$ cat config.mk
export PLATFORM = sky130hd
export DESIGN_NAME = rsb_top
export DESIGN_NICKNAME = d
export VERILOG_FILES = /design/src/design/rsb_pkg.sv /design/src/design/rsb_event_counter.sv /design/src/design/rsb_record_ring.sv /design/src/design/rsb_top.sv
export VERILOG_INCLUDE_DIRS = /design/src /design/src/design
export SDC_FILE = /design/constraint.sdc
export NUM_CORES = 2
export LEC_CHECK = 0
export BUFFER_PORTS_ARGS = -buffer_cell sky130_fd_sc_hd__buf_4
export CORE_MARGIN = 1.5
export CORE_UTILIZATION = 50
export CTS_CLUSTER_DIAMETER = 150
export CTS_CLUSTER_SIZE = 30
export DETAILED_ROUTE_END_ITERATION = 10
export GPL_ROUTABILITY_DRIVEN = 0
export PLACE_DENSITY = 0.66
export SLEW_MARGIN = 5
export SYNTH_ARGS = -nofsm -noshare
export SYNTH_HDL_FRONTEND = slang
export SYNTH_SLANG_ARGS = --single-unit
$ cat constraint.sdc
create_clock -name i_mclk -period 13.4 [get_ports i_mclk]
set_input_delay 2.01 -clock i_mclk [delete_from_list [all_inputs] [get_ports i_mclk]]
set_output_delay 2.01 -clock i_mclk [all_outputs]
set_load 0.005 [all_outputs]
$ cat src/design/rsb_cfg.svh
// Register offsets, field positions, reset values and timing counts of the stage
`ifndef RSB_CFG_SVH
`define RSB_CFG_SVH

// ==========================================
// Register byte offsets
`define RSB_OFS_CTRL      8'h00
`define RSB_OFS_PICKUP    8'h04
`define RSB_OFS_DELAY     8'h08
`define RSB_OFS_MAXRATE   8'h0C
`define RSB_OFS_STATUS    8'h10
`define RSB_OFS_RATIO     8'h14
`define RSB_OFS_TREMAIN   8'h18
`define RSB_OFS_TEXPECT   8'h1C
`define RSB_OFS_CNT_START 8'h20
`define RSB_OFS_CNT_TRIP  8'h24
`define RSB_OFS_CNT_BLOCK 8'h28
`define RSB_OFS_REC_SEL   8'h2C
`define RSB_OFS_REC_TLO   8'h30
`define RSB_OFS_REC_THI   8'h34
`define RSB_OFS_REC_INFO  8'h38
`define RSB_OFS_REC_PRE   8'h3C
`define RSB_OFS_REC_FLT   8'h40
`define RSB_OFS_REC_CNT   8'h44

// ==========================================
// Control register fields
`define RSB_CTRL_ENABLE   0
`define RSB_CTRL_MODE_LO  1
`define RSB_CTRL_MODE_HI  2
`define RSB_CTRL_LN_LO    3
`define RSB_CTRL_LN_HI    5
`define RSB_CTRL_CNT_CLR  6
`define RSB_CTRL_EVM_LO   8
`define RSB_CTRL_EVM_HI   13

// ==========================================
// Reset values
`define RSB_RST_CTRL      32'h0000_3F00
`define RSB_RST_PICKUP    16'h00C8
`define RSB_RST_DELAY     19'h0_0014
`define RSB_RST_MAXRATE   16'h4E20

// ==========================================
// Timing and scaling
`define RSB_CLK_PERIOD_NS 8
`define RSB_PROC_CYCLE_NS 5000000
`define RSB_PRETRIG_MS    20
`define RSB_PROC_CYCLE_MS 5
`define RSB_HYST_MHZS     16'h0064
`define RSB_RATIO_SCALE   8'hC8
`define RSB_RATIO_MAX     16'h0FA0
`define RSB_REC_DEPTH     12

`endif

$ cat src/design/rsb_pkg.sv
// Types shared by the stage logic
package rsb_pkg;

    typedef enum logic [1:0] {
        RSB_NORMAL  = 2'b00,
        RSB_START   = 2'b01,
        RSB_TRIP    = 2'b10,
        RSB_BLOCKED = 2'b11
    } rsb_cond_type;

    typedef enum logic [1:0] {
        RSB_RISING  = 2'b00,
        RSB_FALLING = 2'b01,
        RSB_BOTH    = 2'b10
    } rsb_dir_type;

    typedef enum logic [2:0] {
        RSB_LN_ON      = 3'b000,
        RSB_LN_BLOCKED = 3'b001,
        RSB_LN_TEST    = 3'b010,
        RSB_LN_TESTBLK = 3'b011,
        RSB_LN_OFF     = 3'b100
    } rsb_ln_type;

    typedef enum logic [2:0] {
        RSB_EV_START_ON  = 3'b000,
        RSB_EV_START_OFF = 3'b001,
        RSB_EV_TRIP_ON   = 3'b010,
        RSB_EV_TRIP_OFF  = 3'b011,
        RSB_EV_BLK_ON    = 3'b100,
        RSB_EV_BLK_OFF   = 3'b101
    } rsb_event_type;

endpackage

$ cat src/design/rsb_event_counter.sv
// Resettable 32-bit cumulative occurrence counter
`timescale 1ns/1ps
module rsb_event_counter (
    // Clock and control
    input  wire logic        i_mclk,
    input  wire logic        i_rst_n,
    input  wire logic        i_ce,
    // Count and clear
    input  wire logic        i_inc,
    input  wire logic        i_clr,
    // Value
    output logic [31:0]      o_count
);

    // Occurrence in the clearing cycle is kept
    always_ff @(posedge i_mclk) begin
        if (!i_rst_n) begin
            o_count <= 32'h0000_0000;
        end else if (i_ce) begin
            if (i_clr) begin
                o_count <= {31'h0000_0000, i_inc};
            end else if (i_inc) begin
                o_count <= o_count + 32'h0000_0001;
            end
        end
    end

endmodule

$ cat src/design/rsb_record_ring.sv
// Ring of the twelve most recent time-stamped operation records
`timescale 1ns/1ps
`include "rsb_cfg.svh"
module rsb_record_ring (
    // Clock and control
    input  wire logic         i_mclk,
    input  wire logic         i_rst_n,
    input  wire logic         i_ce,
    // New record
    input  wire logic         i_wr,
    input  wire logic [119:0] i_rec,
    // Readout, index 0 is newest
    input  wire logic [3:0]   i_sel,
    output logic [119:0]      o_rec,
    output logic [3:0]        o_count
);

    logic [119:0] mem [0:`RSB_REC_DEPTH-1];
    logic [3:0]   wr_ptr;
    logic [3:0]   rd_idx;

    // Oldest slot is overwritten once full
    always_ff @(posedge i_mclk) begin
        if (!i_rst_n) begin
            wr_ptr  <= 4'h0;
            o_count <= 4'h0;
        end else if (i_ce && i_wr) begin
            wr_ptr <= (wr_ptr == 4'(`RSB_REC_DEPTH - 1)) ? 4'h0 : wr_ptr + 4'h1;
            if (o_count != 4'(`RSB_REC_DEPTH)) begin
                o_count <= o_count + 4'h1;
            end
        end
    end

    always_ff @(posedge i_mclk) begin
        if (i_ce && i_wr) begin
            mem[wr_ptr] <= i_rec;
        end
    end

    always_comb begin
        if (i_sel >= o_count) begin
            rd_idx = 4'h0;
        end else if (wr_ptr > i_sel) begin
            rd_idx = wr_ptr - i_sel - 4'h1;
        end else begin
            rd_idx = 4'(`RSB_REC_DEPTH) + wr_ptr - i_sel - 4'h1;
        end
    end

    assign o_rec = (i_sel < o_count) ? mem[rd_idx] : 120'h0;

endmodule

$ cat src/design/rsb_top.sv
// Rate-of-change-of-frequency stage: blocking, fixed delay, events, counters, records
// How it works
// The operate delay is a fixed count of processing cycles only.
// Blocking input is sampled at each processing tick before pick-up is judged.
// Pick-up without blocking raises start and begins the delay count.
// Pick-up with blocking raises blocked only; no start, timing or trip.
// Blocking during start clears start and releases as on pick-up drop.
// Blocking source must assert at least 5 ms before delay expiry.
// A mask selects which on and off events reach the event buffer.
// Every emitted event carries the current time stamp.
// Start, trip and blocked counters are kept and clearable by software.
// Six events: start, trip and blocked, each on and off.
// Twelve newest operation records kept, oldest overwritten.
// Record holds time, event, pre-trigger and fault values, setting group.
// Condition reads as normal, start, trip or blocked.
// Measured freq_slope_stage magnitude published in 0.001 Hz/s units.
// Ratio of freq_slope_stage to pick-up published in 0.005 p.u. steps.
// Remaining time to trip published signed, in 5 ms steps.
// Expected operating time published, 0 to 1800 s.
// Logical-node behaviour reads as on, blocked, test, test/blocked or off.
// Start, trip and blocked are driven out for I/O and logic; o_trip is held low in test and test/blocked modes.
// Release needs freq_slope_stage 100 mHz/s below the pick-up value.
// Direction mode allows rising, falling or both.
// freq_slope_stage above the maximum allowed rate blocks the stage.
// Trip on delay expiry while started; trip clears when start releases.
//
// The Avalon-MM slave port and the register addresses were chosen for this implementation.
`timescale 1ns/1ps
`include "rsb_cfg.svh"
module rsb_top #(
    parameter int PROC_CLKS = `RSB_PROC_CYCLE_NS / `RSB_CLK_PERIOD_NS
) (
    // Clock, reset, enable
    input  wire logic               i_mclk,
    input  wire logic               i_rst_n,
    input  wire logic               i_ce,
    // Avalon-MM slave
    input  wire logic [7:0]         avs_address,
    input  wire logic               avs_read,
    input  wire logic               avs_write,
    input  wire logic [31:0]        avs_writedata,
    output logic [31:0]             avs_readdata,
    output logic                    avs_waitrequest,
    // Measurement and context
    input  wire logic signed [15:0] i_dfdt,
    input  wire logic [15:0]        i_freq,
    input  wire logic               i_block,
    input  wire logic [47:0]        i_time_ms,
    input  wire logic [2:0]         i_setting_group,
    // Stage outputs
    output logic                    o_start,
    output logic                    o_trip,
    output logic                    o_blocked,
    output logic                    o_proc_tick,
    // Event buffer feed
    output logic [5:0]              o_evt,
    output logic [47:0]             o_evt_time
);

    localparam int PRE_DEPTH = `RSB_PRETRIG_MS / `RSB_PROC_CYCLE_MS;

    // ==========================================
    // Registers
    logic [31:0]              ctrl;
    logic [15:0]              pickup;
    logic [18:0]              delay;
    logic [15:0]              maxrate;
    logic [3:0]               rec_sel;
    logic                     ack;
    logic                     wr_hit;
    logic [31:0]              next_rdata;
    logic                     cnt_clr;

    assign avs_waitrequest = (avs_read | avs_write) & ~ack;
    assign wr_hit          = avs_write & ack;
    assign cnt_clr         = wr_hit && avs_address == `RSB_OFS_CTRL && avs_writedata[`RSB_CTRL_CNT_CLR];

    always_ff @(posedge i_mclk) begin
        if (!i_rst_n) begin
            ack <= 1'b0;
        end else if (i_ce) begin
            ack <= (avs_read | avs_write) & ~ack;
        end
    end

    always_ff @(posedge i_mclk) begin
        if (!i_rst_n) begin
            ctrl    <= `RSB_RST_CTRL;
            pickup  <= `RSB_RST_PICKUP;
            delay   <= `RSB_RST_DELAY;
            maxrate <= `RSB_RST_MAXRATE;
            rec_sel <= 4'h0;
        end else if (i_ce && wr_hit) begin
            case (avs_address)
                `RSB_OFS_CTRL:    ctrl    <= avs_writedata & 32'h0000_3F3F;
                `RSB_OFS_PICKUP:  pickup  <= avs_writedata[15:0];
                `RSB_OFS_DELAY:   delay   <= avs_writedata[18:0];
                `RSB_OFS_MAXRATE: maxrate <= avs_writedata[15:0];
                `RSB_OFS_REC_SEL: rec_sel <= avs_writedata[3:0];
                default: ;
            endcase
        end
    end

    // ==========================================
    // Processing tick
    logic [31:0]              tick_cnt;
    logic                     tick;

    assign tick = (tick_cnt == 32'(PROC_CLKS - 1));

    always_ff @(posedge i_mclk) begin
        if (!i_rst_n) begin
            tick_cnt    <= 32'h0000_0000;
            o_proc_tick <= 1'b0;
        end else if (i_ce) begin
            tick_cnt    <= tick ? 32'h0000_0000 : tick_cnt + 32'h0000_0001;
            o_proc_tick <= tick;
        end
    end

    // ==========================================
    // Pick-up element
    rsb_pkg::rsb_ln_type      ln_mode;
    rsb_pkg::rsb_dir_type     dir_mode;
    logic [15:0]              mag;
    logic                     dir_ok;
    logic                     picked;
    logic                     next_picked;
    logic                     enabled;

    assign ln_mode  = rsb_pkg::rsb_ln_type'(ctrl[`RSB_CTRL_LN_HI:`RSB_CTRL_LN_LO]);
    assign dir_mode = rsb_pkg::rsb_dir_type'(ctrl[`RSB_CTRL_MODE_HI:`RSB_CTRL_MODE_LO]);
    assign mag      = i_dfdt[15] ? 16'(-i_dfdt) : 16'(i_dfdt);
    assign enabled  = ctrl[`RSB_CTRL_ENABLE] && ln_mode != rsb_pkg::RSB_LN_OFF;

    always_comb begin
        case (dir_mode)
            rsb_pkg::RSB_RISING:  dir_ok = ~i_dfdt[15];
            rsb_pkg::RSB_FALLING: dir_ok = i_dfdt[15];
            default:              dir_ok = 1'b1;
        endcase
        if (picked) begin
            next_picked = dir_ok && {1'b0, mag} + {1'b0, `RSB_HYST_MHZS} >= {1'b0, pickup};
        end else begin
            next_picked = dir_ok && mag >= pickup;
        end
    end

    // ==========================================
    // Stage state
    rsb_pkg::rsb_cond_type    cond;
    rsb_pkg::rsb_cond_type    next_cond;
    logic [18:0]              op_cnt;
    logic                     blk_now;

    // Blocking taken at the head of the tick
    assign blk_now = i_block | (mag > maxrate) | ln_mode == rsb_pkg::RSB_LN_BLOCKED
                   | ln_mode == rsb_pkg::RSB_LN_TESTBLK;

    always_comb begin
        next_cond = cond;
        case (cond)
            rsb_pkg::RSB_NORMAL: begin
                if (next_picked && blk_now) begin
                    next_cond = rsb_pkg::RSB_BLOCKED;
                end else if (next_picked) begin
                    next_cond = rsb_pkg::RSB_START;
                end
            end
            rsb_pkg::RSB_START: begin
                if (blk_now) begin
                    next_cond = next_picked ? rsb_pkg::RSB_BLOCKED : rsb_pkg::RSB_NORMAL;
                end else if (!next_picked) begin
                    next_cond = rsb_pkg::RSB_NORMAL;
                end else if (op_cnt + 19'h0_0001 >= delay) begin
                    next_cond = rsb_pkg::RSB_TRIP;
                end
            end
            rsb_pkg::RSB_TRIP: begin
                if (blk_now) begin
                    next_cond = next_picked ? rsb_pkg::RSB_BLOCKED : rsb_pkg::RSB_NORMAL;
                end else if (!next_picked) begin
                    next_cond = rsb_pkg::RSB_NORMAL;
                end
            end
            rsb_pkg::RSB_BLOCKED: begin
                if (!next_picked || !blk_now) begin
                    next_cond = rsb_pkg::RSB_NORMAL;
                end
            end
            default: next_cond = rsb_pkg::RSB_NORMAL;
        endcase
        if (!enabled) begin
            next_cond = rsb_pkg::RSB_NORMAL;
        end
    end

    always_ff @(posedge i_mclk) begin
        if (!i_rst_n) begin
            cond   <= rsb_pkg::RSB_NORMAL;
            picked <= 1'b0;
        end else if (i_ce && tick) begin
            cond   <= next_cond;
            picked <= next_picked & enabled;
        end
    end

    // Fixed delay count in processing cycles
    always_ff @(posedge i_mclk) begin
        if (!i_rst_n) begin
            op_cnt <= 19'h0_0000;
        end else if (i_ce && tick) begin
            if (next_cond == rsb_pkg::RSB_START && cond == rsb_pkg::RSB_START) begin
                op_cnt <= op_cnt + 19'h0_0001;
            end else begin
                op_cnt <= 19'h0_0000;
            end
        end
    end

    // ==========================================
    // Outputs and events
    logic                     st_now;
    logic                     tr_now;
    logic                     bl_now;
    logic                     st_prev;
    logic                     tr_prev;
    logic                     bl_prev;
    logic [5:0]               ev_raw;
    logic                     test_mode;

    assign st_now    = cond == rsb_pkg::RSB_START || cond == rsb_pkg::RSB_TRIP;
    assign tr_now    = cond == rsb_pkg::RSB_TRIP;
    assign bl_now    = cond == rsb_pkg::RSB_BLOCKED;
    assign test_mode = ln_mode == rsb_pkg::RSB_LN_TEST || ln_mode == rsb_pkg::RSB_LN_TESTBLK;
    assign ev_raw    = {bl_prev & ~bl_now, bl_now & ~bl_prev,
                        tr_prev & ~tr_now, tr_now & ~tr_prev,
                        st_prev & ~st_now, st_now & ~st_prev};

    always_ff @(posedge i_mclk) begin
        if (!i_rst_n) begin
            st_prev    <= 1'b0;
            tr_prev    <= 1'b0;
            bl_prev    <= 1'b0;
            o_evt      <= 6'h00;
            o_evt_time <= 48'h0000_0000_0000;
            o_start    <= 1'b0;
            o_trip     <= 1'b0;
            o_blocked  <= 1'b0;
        end else if (i_ce) begin
            st_prev    <= st_now;
            tr_prev    <= tr_now;
            bl_prev    <= bl_now;
            o_evt      <= ev_raw & ctrl[`RSB_CTRL_EVM_HI:`RSB_CTRL_EVM_LO];
            o_evt_time <= i_time_ms;
            o_start    <= st_now;
            o_trip     <= tr_now & ~test_mode;
            o_blocked  <= bl_now;
        end
    end

    // ==========================================
    // Counters
    logic [31:0]              cnt_start;
    logic [31:0]              cnt_trip;
    logic [31:0]              cnt_block;

    rsb_event_counter u_cnt_start (
        .i_mclk  (i_mclk),
        .i_rst_n (i_rst_n),
        .i_ce    (i_ce),
        .i_inc   (ev_raw[0]),
        .i_clr   (cnt_clr),
        .o_count (cnt_start)
    );

    rsb_event_counter u_cnt_trip (
        .i_mclk  (i_mclk),
        .i_rst_n (i_rst_n),
        .i_ce    (i_ce),
        .i_inc   (ev_raw[2]),
        .i_clr   (cnt_clr),
        .o_count (cnt_trip)
    );

    rsb_event_counter u_cnt_block (
        .i_mclk  (i_mclk),
        .i_rst_n (i_rst_n),
        .i_ce    (i_ce),
        .i_inc   (ev_raw[4]),
        .i_clr   (cnt_clr),
        .o_count (cnt_block)
    );

    // ==========================================
    // Pre-trigger history and records
    logic [31:0]              hist [0:PRE_DEPTH];
    logic [119:0]             rec_in;
    logic [119:0]             rec_out;
    logic [3:0]               rec_cnt;
    logic                     rec_wr;
    rsb_pkg::rsb_event_type   rec_ev;

    always_ff @(posedge i_mclk) begin
        if (i_ce && tick) begin
            hist[0] <= {i_freq, i_dfdt};
            for (int i = 1; i <= PRE_DEPTH; i++) begin
                hist[i] <= hist[i-1];
            end
        end
    end

    assign rec_wr = ev_raw[0] | ev_raw[2];
    assign rec_ev = ev_raw[2] ? rsb_pkg::RSB_EV_TRIP_ON : rsb_pkg::RSB_EV_START_ON;
    // Fault is the tick sample, pre-trigger the one four ticks older
    assign rec_in = {i_time_ms, 1'b0, rec_ev, 1'b0, i_setting_group,
                     hist[PRE_DEPTH], hist[0]};

    rsb_record_ring u_ring (
        .i_mclk  (i_mclk),
        .i_rst_n (i_rst_n),
        .i_ce    (i_ce),
        .i_wr    (rec_wr),
        .i_rec   (rec_in),
        .i_sel   (rec_sel),
        .o_rec   (rec_out),
        .o_count (rec_cnt)
    );

    // ==========================================
    // Ratio divider, run once per tick
    logic [23:0]              div_rem;
    logic [23:0]              div_num;
    logic [23:0]              div_q;
    logic [4:0]               div_step;
    logic [15:0]              ratio;
    logic [24:0]              div_trial;

    assign div_trial = {div_rem, div_num[23]} - {9'h000, pickup};

    always_ff @(posedge i_mclk) begin
        if (!i_rst_n) begin
            div_rem  <= 24'h00_0000;
            div_num  <= 24'h00_0000;
            div_q    <= 24'h00_0000;
            div_step <= 5'h00;
            ratio    <= 16'h0000;
        end else if (i_ce) begin
            if (tick) begin
                div_num  <= 24'(mag) * `RSB_RATIO_SCALE;
                div_rem  <= 24'h00_0000;
                div_q    <= 24'h00_0000;
                div_step <= 5'h18;
            end else if (div_step != 5'h00) begin
                div_num  <= {div_num[22:0], 1'b0};
                div_step <= div_step - 5'h01;
                if (!div_trial[24]) begin
                    div_rem <= div_trial[23:0];
                    div_q   <= {div_q[22:0], 1'b1};
                end else begin
                    div_rem <= {div_rem[22:0], div_num[23]};
                    div_q   <= {div_q[22:0], 1'b0};
                end
                if (div_step == 5'h01) begin
                    ratio <= (pickup == 16'h0000 || div_q > 24'h00_07FF) ? `RSB_RATIO_MAX
                           : ((({div_q[14:0], ~div_trial[24]}) > `RSB_RATIO_MAX) ? `RSB_RATIO_MAX
                           : {div_q[14:0], ~div_trial[24]});
                end
            end
        end
    end

    // ==========================================
    // Read mux
    logic [31:0]              tremain;

    assign tremain = (cond == rsb_pkg::RSB_START) ? 32'(delay) - 32'(op_cnt) : 32'h0000_0000;

    always_comb begin
        case (avs_address)
            `RSB_OFS_CTRL:      next_rdata = ctrl;
            `RSB_OFS_PICKUP:    next_rdata = {16'h0000, pickup};
            `RSB_OFS_DELAY:     next_rdata = {13'h0000, delay};
            `RSB_OFS_MAXRATE:   next_rdata = {16'h0000, maxrate};
            `RSB_OFS_STATUS:    next_rdata = {mag, 8'h00, ln_mode, bl_now, tr_now, st_now, cond};
            `RSB_OFS_RATIO:     next_rdata = {16'h0000, ratio};
            `RSB_OFS_TREMAIN:   next_rdata = tremain;
            `RSB_OFS_TEXPECT:   next_rdata = {13'h0000, delay};
            `RSB_OFS_CNT_START: next_rdata = cnt_start;
            `RSB_OFS_CNT_TRIP:  next_rdata = cnt_trip;
            `RSB_OFS_CNT_BLOCK: next_rdata = cnt_block;
            `RSB_OFS_REC_SEL:   next_rdata = {28'h000_0000, rec_sel};
            `RSB_OFS_REC_TLO:   next_rdata = rec_out[103:72];
            `RSB_OFS_REC_THI:   next_rdata = {16'h0000, rec_out[119:104]};
            `RSB_OFS_REC_INFO:  next_rdata = {24'h00_0000, rec_out[71:64]};
            `RSB_OFS_REC_PRE:   next_rdata = rec_out[63:32];
            `RSB_OFS_REC_FLT:   next_rdata = rec_out[31:0];
            `RSB_OFS_REC_CNT:   next_rdata = {28'h000_0000, rec_cnt};
            default:            next_rdata = 32'h0000_0000;
        endcase
    end

    always_ff @(posedge i_mclk) begin
        if (!i_rst_n) begin
            avs_readdata <= 32'h0000_0000;
        end else if (i_ce && avs_read && !ack) begin
            avs_readdata <= next_rdata;
        end
    end

endmodule

Word-level counts from Yosys, hierarchy flattened
Memory sizes are Yosys's and may differ from the RTL's.
Index checks and enable logic that the tools add are counted.
{ "totals": {"ram_bits": 1564, "latchBits": 0, "register_bits": 410, "rom_bits": 0, "n_memories": 2} }
{ "classes": {"n_shift": 0, "order_cmp": 9, "mux": 45, "bitwise_logic": 27, "n_eq_ne": 30, "reduce_logical": 40, "mul": 1, "div": 0, "add_sub_neg": 17} }
{ "mem_list": {"columns": ["memory", "words", "word_bits", "read_ports", "rd_clocked_by_memory_dff", "write_ports", "line", "rtl"], "rows": [
  ["u_ring.mem", 12, 117, 1, 0, 1, "rsb_record_ring.sv:18", "logic [119:0] mem [0:`RSB_REC_DEPTH-1];"],
  ["hist", 5, 32, 5, 0, 5, "rsb_top.sv:298", "logic [31:0] hist [0:PRE_DEPTH];"]
]} }
{ "ops": {"columns": ["op", "n"], "rows": [
  ["$pmux 32 s17", 1],
  ["$mux 32", 8],
  ["$mux 24", 7],
  ["$add 32x1->32 const B", 4],
  ["$mux 120", 1],
  ["$eq 8x6->1 const B", 8],
  ["$mux 16", 3],
  ["$eq 32x20->1 const B", 1],
  ["$eq 8x5->1 const B", 4],
  ["$sub 25x16->25", 1],
  ["$gt 24x11->1 const B", 1],
  ["$mux 2", 11],
  ["$mul 16x5->21 const B", 1],
  ["$reduce_and 2->1", 10],
  ["$sub 19x19->20", 1],
  ["$add 19x1->19 const B", 1],
  ["$ge 19x19->1", 1],
  ["$mux 19", 1],
  ["$add 16x7->17 const B", 1],
  ["$ge 17x16->1", 1],
  ["$eq 8x4->1 const B", 2],
  ["$eq 8x7->1 const B", 2],
  ["$ge 16x16->1", 1],
  ["$gt 16x12->1 const B", 1],
  ["other kinds (38)", 96]
]} }

Depth between registers and ports, before layout
{ "logic_depth": {"depth_word": 14, "ltp_mapped": 24, "mapped_depth_nobuf": 23} }

By module
A second synthesis with hierarchy kept.
{ "unflattened": {"cells_unflattened": 6399, "hier_area_um2": 84217.0} }
{ "by_module_without_submodules": {"columns": ["module", "seq_area_each_um2", "area_each_um2", "cells_per_inst", "instances"], "rows": [
  ["rsb_record_ring", 43401.6, 55209.2, 3295, 1],
  ["rsb_top", 10870.4, 24131.9, 2525, 1],
  ["rsb_event_counter", 640.6, 1625.3, 193, 3]
]} }

Worst setup path before layout
OpenSTA, ideal clock, no wires.
{ "synth_timing": {"path_type": "input port to flip-flop", "startpoint": "input port i_ce", "endpoint": "memory u_ring.mem[3][0] (netlist bit), enable pin", "setup_ns": 0.735, "path_slack_ns": 2.046, "path_stages": 5, "arrival_time_ns": 10.619, "path_cell_list": "clkbuf_1 nand2_1 nand2_1 nand2_1 nor3_1"} }
{ "synth_between": {"elab_chain_len": 3} }
{ "synth_rtl": {"columns": ["item", "line", "rtl"], "rows": [
  ["start: declaration", "rsb_top.sv:36", "input wire logic i_ce,"],
  ["$logic_and 1x1->1", "rsb_record_ring.sv:36", "if (i_ce && i_wr) begin"],
  ["$mux 1", "rsb_record_ring.sv:36", null],
  ["$mux 1 (implied by the code)", "rsb_record_ring.sv:37", "mem[wr_ptr] <= i_rec;"],
  ["end: declaration", "rsb_record_ring.sv:18", null]
]} }
No other way between the ends.

Worst setup path in the final report
{ "layout_timing": {"startpoint": "input port i_dfdt[0]", "endpoint": "register op_cnt[7]"} }
{ "layout_between": {"elab_chain_len": 14, "elab_cells_between_ends": 29, "cone_classes": "add/sub (2); order compare (3); eq/ne (1); mux (13); bitwise (3); reduce/logical (7)"} }
{ "layout_rtl": {"columns": ["item", "line", "rtl"], "rows": [
  ["start: declaration", "rsb_top.sv:45", "input wire logic signed [15:0] i_dfdt,"],
  ["$neg 16->16", "rsb_top.sv:134", "assign mag = i_dfdt[15] ? 16'(-i_dfdt) : 16'(i_dfdt);"],
  ["$mux 16 *", "rsb_top.sv:134", null],
  ["$add 16x7->17 or $gt 16x16->1 (tied branches)", "rsb_top.sv:144, rsb_top.sv:158", null],
  ["$ge 17x16->1 or $or 1x1->1 (tied branches)", "rsb_top.sv:144, rsb_top.sv:158", null],
  ["$logic_and 1x1->1 or $or 1x1->1 (tied branches)", "rsb_top.sv:144, rsb_top.sv:158", null],
  ["$mux 1 or $or 1x1->1 (tied branches)", "rsb_top.sv:143, rsb_top.sv:159", null],
  ["$logic_not 1->1", "rsb_top.sv:188", "if (!next_picked || !blk_now) begin"],
  ["$logic_or 1x1->1", "rsb_top.sv:188", null],
  ["$mux 2", "rsb_top.sv:188", null],
  ["$pmux 2 s4 *", "rsb_top.sv:163", "case (cond)"],
  ["$mux 2 *", "rsb_top.sv:194", "if (!enabled) begin"],
  ["$eq 2x1->1 *", "rsb_top.sv:214", "if (next_cond == rsb_pkg::RSB_START && cond == rsb_pkg::RSB_START) begin"],
  ["$logic_and 1x1->1 *", "rsb_top.sv:214", null],
  ["$mux 19 *", "rsb_top.sv:214", null],
  ["end signal: assignment", "rsb_top.sv:215", "op_cnt <= op_cnt + 19'h0_0001;"],
  ["end: declaration", "rsb_top.sv:154", "logic [18:0] op_cnt;"]
]} }
Mark *: on every way between the ends. The rest lies on a longest branch, timed or not.
A chain may end at the register's enable or synchronous reset.

==> results_dict.tcl <==
set metrics [dict create \
    maxSlewViolCount 0 \
    relSlewSlack_pct 0.0915 \
    pwr-share-clk_pct 29.9 \
    cp-start-kind "primary input" \
    ant_nets 0 \
    clock.fmax_mhz 135 \
    max-vdd-ir-drop_uv 104 \
    period_minus_slack_ns 7.40 \
    end_kind "flop" \
    slowest_stage "a21oi_4" \
    drt-total-wl_mm 237 \
    grt_usage_pct 27.6 \
    rr_startpoint "rec_sel[0]$_SDFFE_PN0P_" \
    hold_path_class "flop to flop" \
    cp_max_fo 26 \
    status "finished, final reports clean" \
    yosysSeqAreaShare_pct 66.5 \
    cts_inserted_buffers 76 \
    synth_edf_count 1552 \
    htreeDepth 3 \
    r2r-end "avs_readdata[2]$_SDFFE_PN0P_" \
    syn_avg_cell_area_um2 12.6 \
    sequentialPowerShare_pct 65.3 \
    dp_cells 8621 \
    clk_latency_ns 0.76 \
    ios 220 \
    use_met2_pct 43.1 \
    final_nets 6857 \
    grt_overflow 0 \
    crit_start "i_dfdt[0]" \
    setup_ws_ns 6.00 \
    tightestPinTransition_ns 1.50 \
    first_global_vias 51724 \
    dp_slack_ns 5.32 \
    syn-cell-area_mm2 0.0824 \
    grt_busiest_layer "met2" \
    post_cts_buffers 0 \
    async_reset_ff_share_pct 0 \
    postSynthCellCount 6513 \
    final_area_mm2 0.0886 \
    synthDistinctLibCells 102 \
    area_growth_pct 7.51 \
    hold_viol 0 \
    combPwrFrac_pct 4.7 \
    drt-vias-per-instance 6.33 \
    rows 148 \
    critical_path_depth 22 \
    cts_root_buffer "clkbuf_16" \
    p_leak_nw 29.7 \
    clockBufferDepth 3 \
    cts.sinks 1959 \
    p_switching_mw 2.16 \
    path_clk_slew_ns 0.13 \
    mappedNetlistNets 6846 \
    drc 0 \
    finalSetupViolCount 0 \
    finalPower_mw 9.96 \
    portBuffers 206 \
    cp.required_ns 14.10 \
    cts_tree "built" \
    grt_util_met1_pct 39.2 \
    cp_cell_sequence "buf_4 > inv_1 > ha_1 > or3b_1 > or2_1 > o41ai_1 > xor2_1 > inv_2 > ha_1 > nand2_1 > xnor2_1 > ha_1 > a21oi_1 > a21boi_1 > a2111oi_0 > a31oi_1 > o31ai_2 > nand2b_1 > nand3_1 > a21oi_4 > a31oi_1 > mux2i_1" \
    critical_path.max_stage_delay_ns 0.71 \
    rsz0062_at_grt "no" \
    finalClockSkew_ns 0.0437 \
    ys.flop_type "edfxtp_1" \
    path_common_cell "ha_1" \
    crit_type "primary input to flop" \
    fillers 13461 \
    antenna_found_initial 10 \
    cp_top_family "compound AO/OA/AOI/OAI gates" \
    cts_resized 0 \
    synth.yosys.warnings 0 \
    rrSetupSlack_ns 7.32 \
    critPathBufInv 3 \
    crit_path_end "op_cnt[7]$_SDFFE_PN0P_" \
    wl_per_cell_um 27.0 \
    initial_core_util_pct 50.5 \
    hold_depth 0 \
    vias 55485 \
    rr_worst_depth 14 \
    cap_viol_max_count 0 \
    core_area_mm2 0.163 \
    holdBufCountCts 0 \
    grt_pass1_wl_mm 346 \
    dr.pass1.iters 6 \
    grt_max_degree 121 \
    ys_seq_elements 1959 \
    switching_share_pct 21.6 \
    p_int_mw 7.80 \
    fin_tns_setup_ns 0 \
    final_cells 8768 \
    die_w_um 409 \
    hpwl_mm 141 \
    arrival_ns 8.10 \
    fp.dieH_um 409 \
    floorplan.die_area_mm2 0.167 \
    powerDensity_mw_per_mm2 112 \
    drive_above_1_share_pct 7.85 \
    place_area_mm2 0.0862 \
    fin_crit_sh_pct 55.2 \
    met3_usage_pct 4.73 \
    drt-initial-drc-count 7172 \
]
## logic make-up after synthesis
| group | count (synthesis) | synth area share (%) |
|---|---|---|
| buffers and inverters | 562 | 2.71 |
| AOI/OAI and AO/OA | 1364 | 11.6 |
| adders and majority gates | 204 | 3.24 |
| muxes | 216 | 2.71 |
| and+or+nand+nor | 2010 | 11.2 |
| xor gates and xnor gates | 198 | 2.11 |
| DFF | 1959 | 66.5 |
## sequential cells by signal (all words and copies together), names as in the netlist, 16 cells and up
register             count
u_ring.mem            1392
hist                   160
o_evt_time              48
avs_readdata            32
tick_cnt                32
u_cnt_block.o_count     32
u_cnt_start.o_count     32
u_cnt_trip.o_count      32
div_q                   24
div_rem                 24
div_num                 21
delay                   19
op_cnt                  19
maxrate                 16
pickup                  16
ratio                   16
## cell type report
class	count	area [um2]	area share, %
Antenna cell	10	25.0	0.0283
Clock buffer	129	2110	2.38
Clock inverter	8	171	0.194
Inverter	173	667	0.753
Multi-Input combinational cell	3992	25600	28.9
Sequential cell	1959	54800	61.8
Tap cell	2175	2720	3.07
Timing Repair Buffer	322	2510	2.83
## worst min-delay path by stage
stage / startpoint / end / slack, ns
2_1_floorplan: hist[0][68]$_DFFE_PP_ / hist[0][100]$_DFFE_PP_ / 0.40
3_3_place_gp: hist[0][70]$_DFFE_PP_ / hist[0][102]$_DFFE_PP_ / 0.40
3_5_place_dp: hist[0][74]$_DFFE_PP_ / hist[0][106]$_DFFE_PP_ / 0.40
4_1_cts: hist[0][89]$_DFFE_PP_ / hist[0][121]$_DFFE_PP_ / 0.42
5_1_grt: hist[0][89]$_DFFE_PP_ / hist[0][121]$_DFFE_PP_ / 0.43
6_report: hist[0][77]$_DFFE_PP_ / hist[0][109]$_DFFE_PP_ / 0.41
## per-layer routing
| metal | vias up | part of all wire [%] |
|---|---|---|
| met5 | - | 0.014 |
| met4 | 4 | 3.8 |
| met3 | 394 | 9.5 |
| met2 | 2735 | 45 |
| met1 | 27753 | 41 |
| li1 | 24599 | - |
## Yosys cell counts, drive strengths merged, types with 15 or more instances
| library cell | number | area share [%] |
|---|---|---|
| fa | 16 | 0.39 |
| mux2 | 47 | 0.64 |
| o21ai | 159 | 0.98 |
| mux2i | 168 | 2.0 |
| o211ai | 27 | 0.25 |
| and2 | 26 | 0.20 |
| xor2 | 119 | 1.3 |
| a32oi | 28 | 0.30 |
| a221o | 17 | 0.21 |
| a211oi | 119 | 1.1 |
| inv | 173 | 0.79 |
| ha | 188 | 2.9 |
| nand4 | 51 | 0.39 |
| a21oi | 357 | 2.2 |
| nand3 | 260 | 1.6 |
| nor4 | 39 | 0.33 |
| buf | 98 | 0.59 |
| a221oi | 145 | 1.5 |
| o21a | 17 | 0.15 |
| dfxtp | 407 | 9.9 |
| a22oi | 70 | 0.64 |
| edfxtp | 1552 | 57 |
| a222oi | 59 | 0.72 |
| or3 | 28 | 0.22 |
| a22o | 27 | 0.29 |
| a2bb2oi | 15 | 0.16 |
| clkbuf | 291 | 1.3 |
| o22ai | 57 | 0.43 |
| a311oi | 53 | 0.58 |
| nand2 | 853 | 3.9 |
| nor2 | 387 | 1.8 |
| a21o | 19 | 0.17 |
| nor3 | 91 | 0.57 |
| o2111ai | 18 | 0.20 |
| nor2b | 26 | 0.20 |
| a31oi | 76 | 0.58 |
| xnor2 | 79 | 0.84 |
| and3 | 158 | 1.2 |
| nand2b | 32 | 0.24 |
## through the flow
stage / util [%] / hold slack (ns)
floorplan: - / 0.400
global placement: 52.9 / 0.401
detailed placement: 52.9 / 0.405
CTS: 54.3 / 0.418
global route: 54.3 / 0.427
finish: 54.3 / 0.413
## power by group through the flow
stage / registers, mW / logic (mW) / clock network [mW]
2_1_floorplan: 6.65 / 0.286 / 0
3_3_place_gp: 6.65 / 0.460 / 0
3_5_place_dp: 6.65 / 0.466 / 0
4_1_cts: 6.51 / 0.470 / 3.03
5_1_grt: 6.51 / 0.526 / 3.20
6_report: 6.51 / 0.471 / 2.98
## cells in the final DEF (no fill, tap or decap), types with 32 or more instances in the layout
cell / netlist / layout
mux2i_1: 168 / 168
nand2_1: 852 / 848
buf_4: 16 / 314
xor2_1: 119 / 119
a222oi_1: 59 / 59
o21ai_1: 39 / 39
a21oi_1: 356 / 356
a221oi_1: 145 / 145
inv_1: 169 / 168
clkbuf_16: 0 / 76
o21ai_0: 118 / 117
o22ai_1: 57 / 57
nand4_1: 51 / 51
nand3_1: 260 / 259
and3_1: 158 / 158
mux2_2: 43 / 43
nor2_1: 386 / 370
xnor2_1: 79 / 79
a211oi_1: 118 / 118
edfxtp_1: 1552 / 1552
dfxtp_1: 407 / 407
ha_1: 188 / 187
a22oi_1: 70 / 70
nor4_1: 36 / 36
nand2b_1: 32 / 32
nor3_1: 89 / 82
clkbuf_1: 291 / 52
a311oi_1: 52 / 52
a31oi_1: 75 / 75
(Power assumes the default switching activity.)
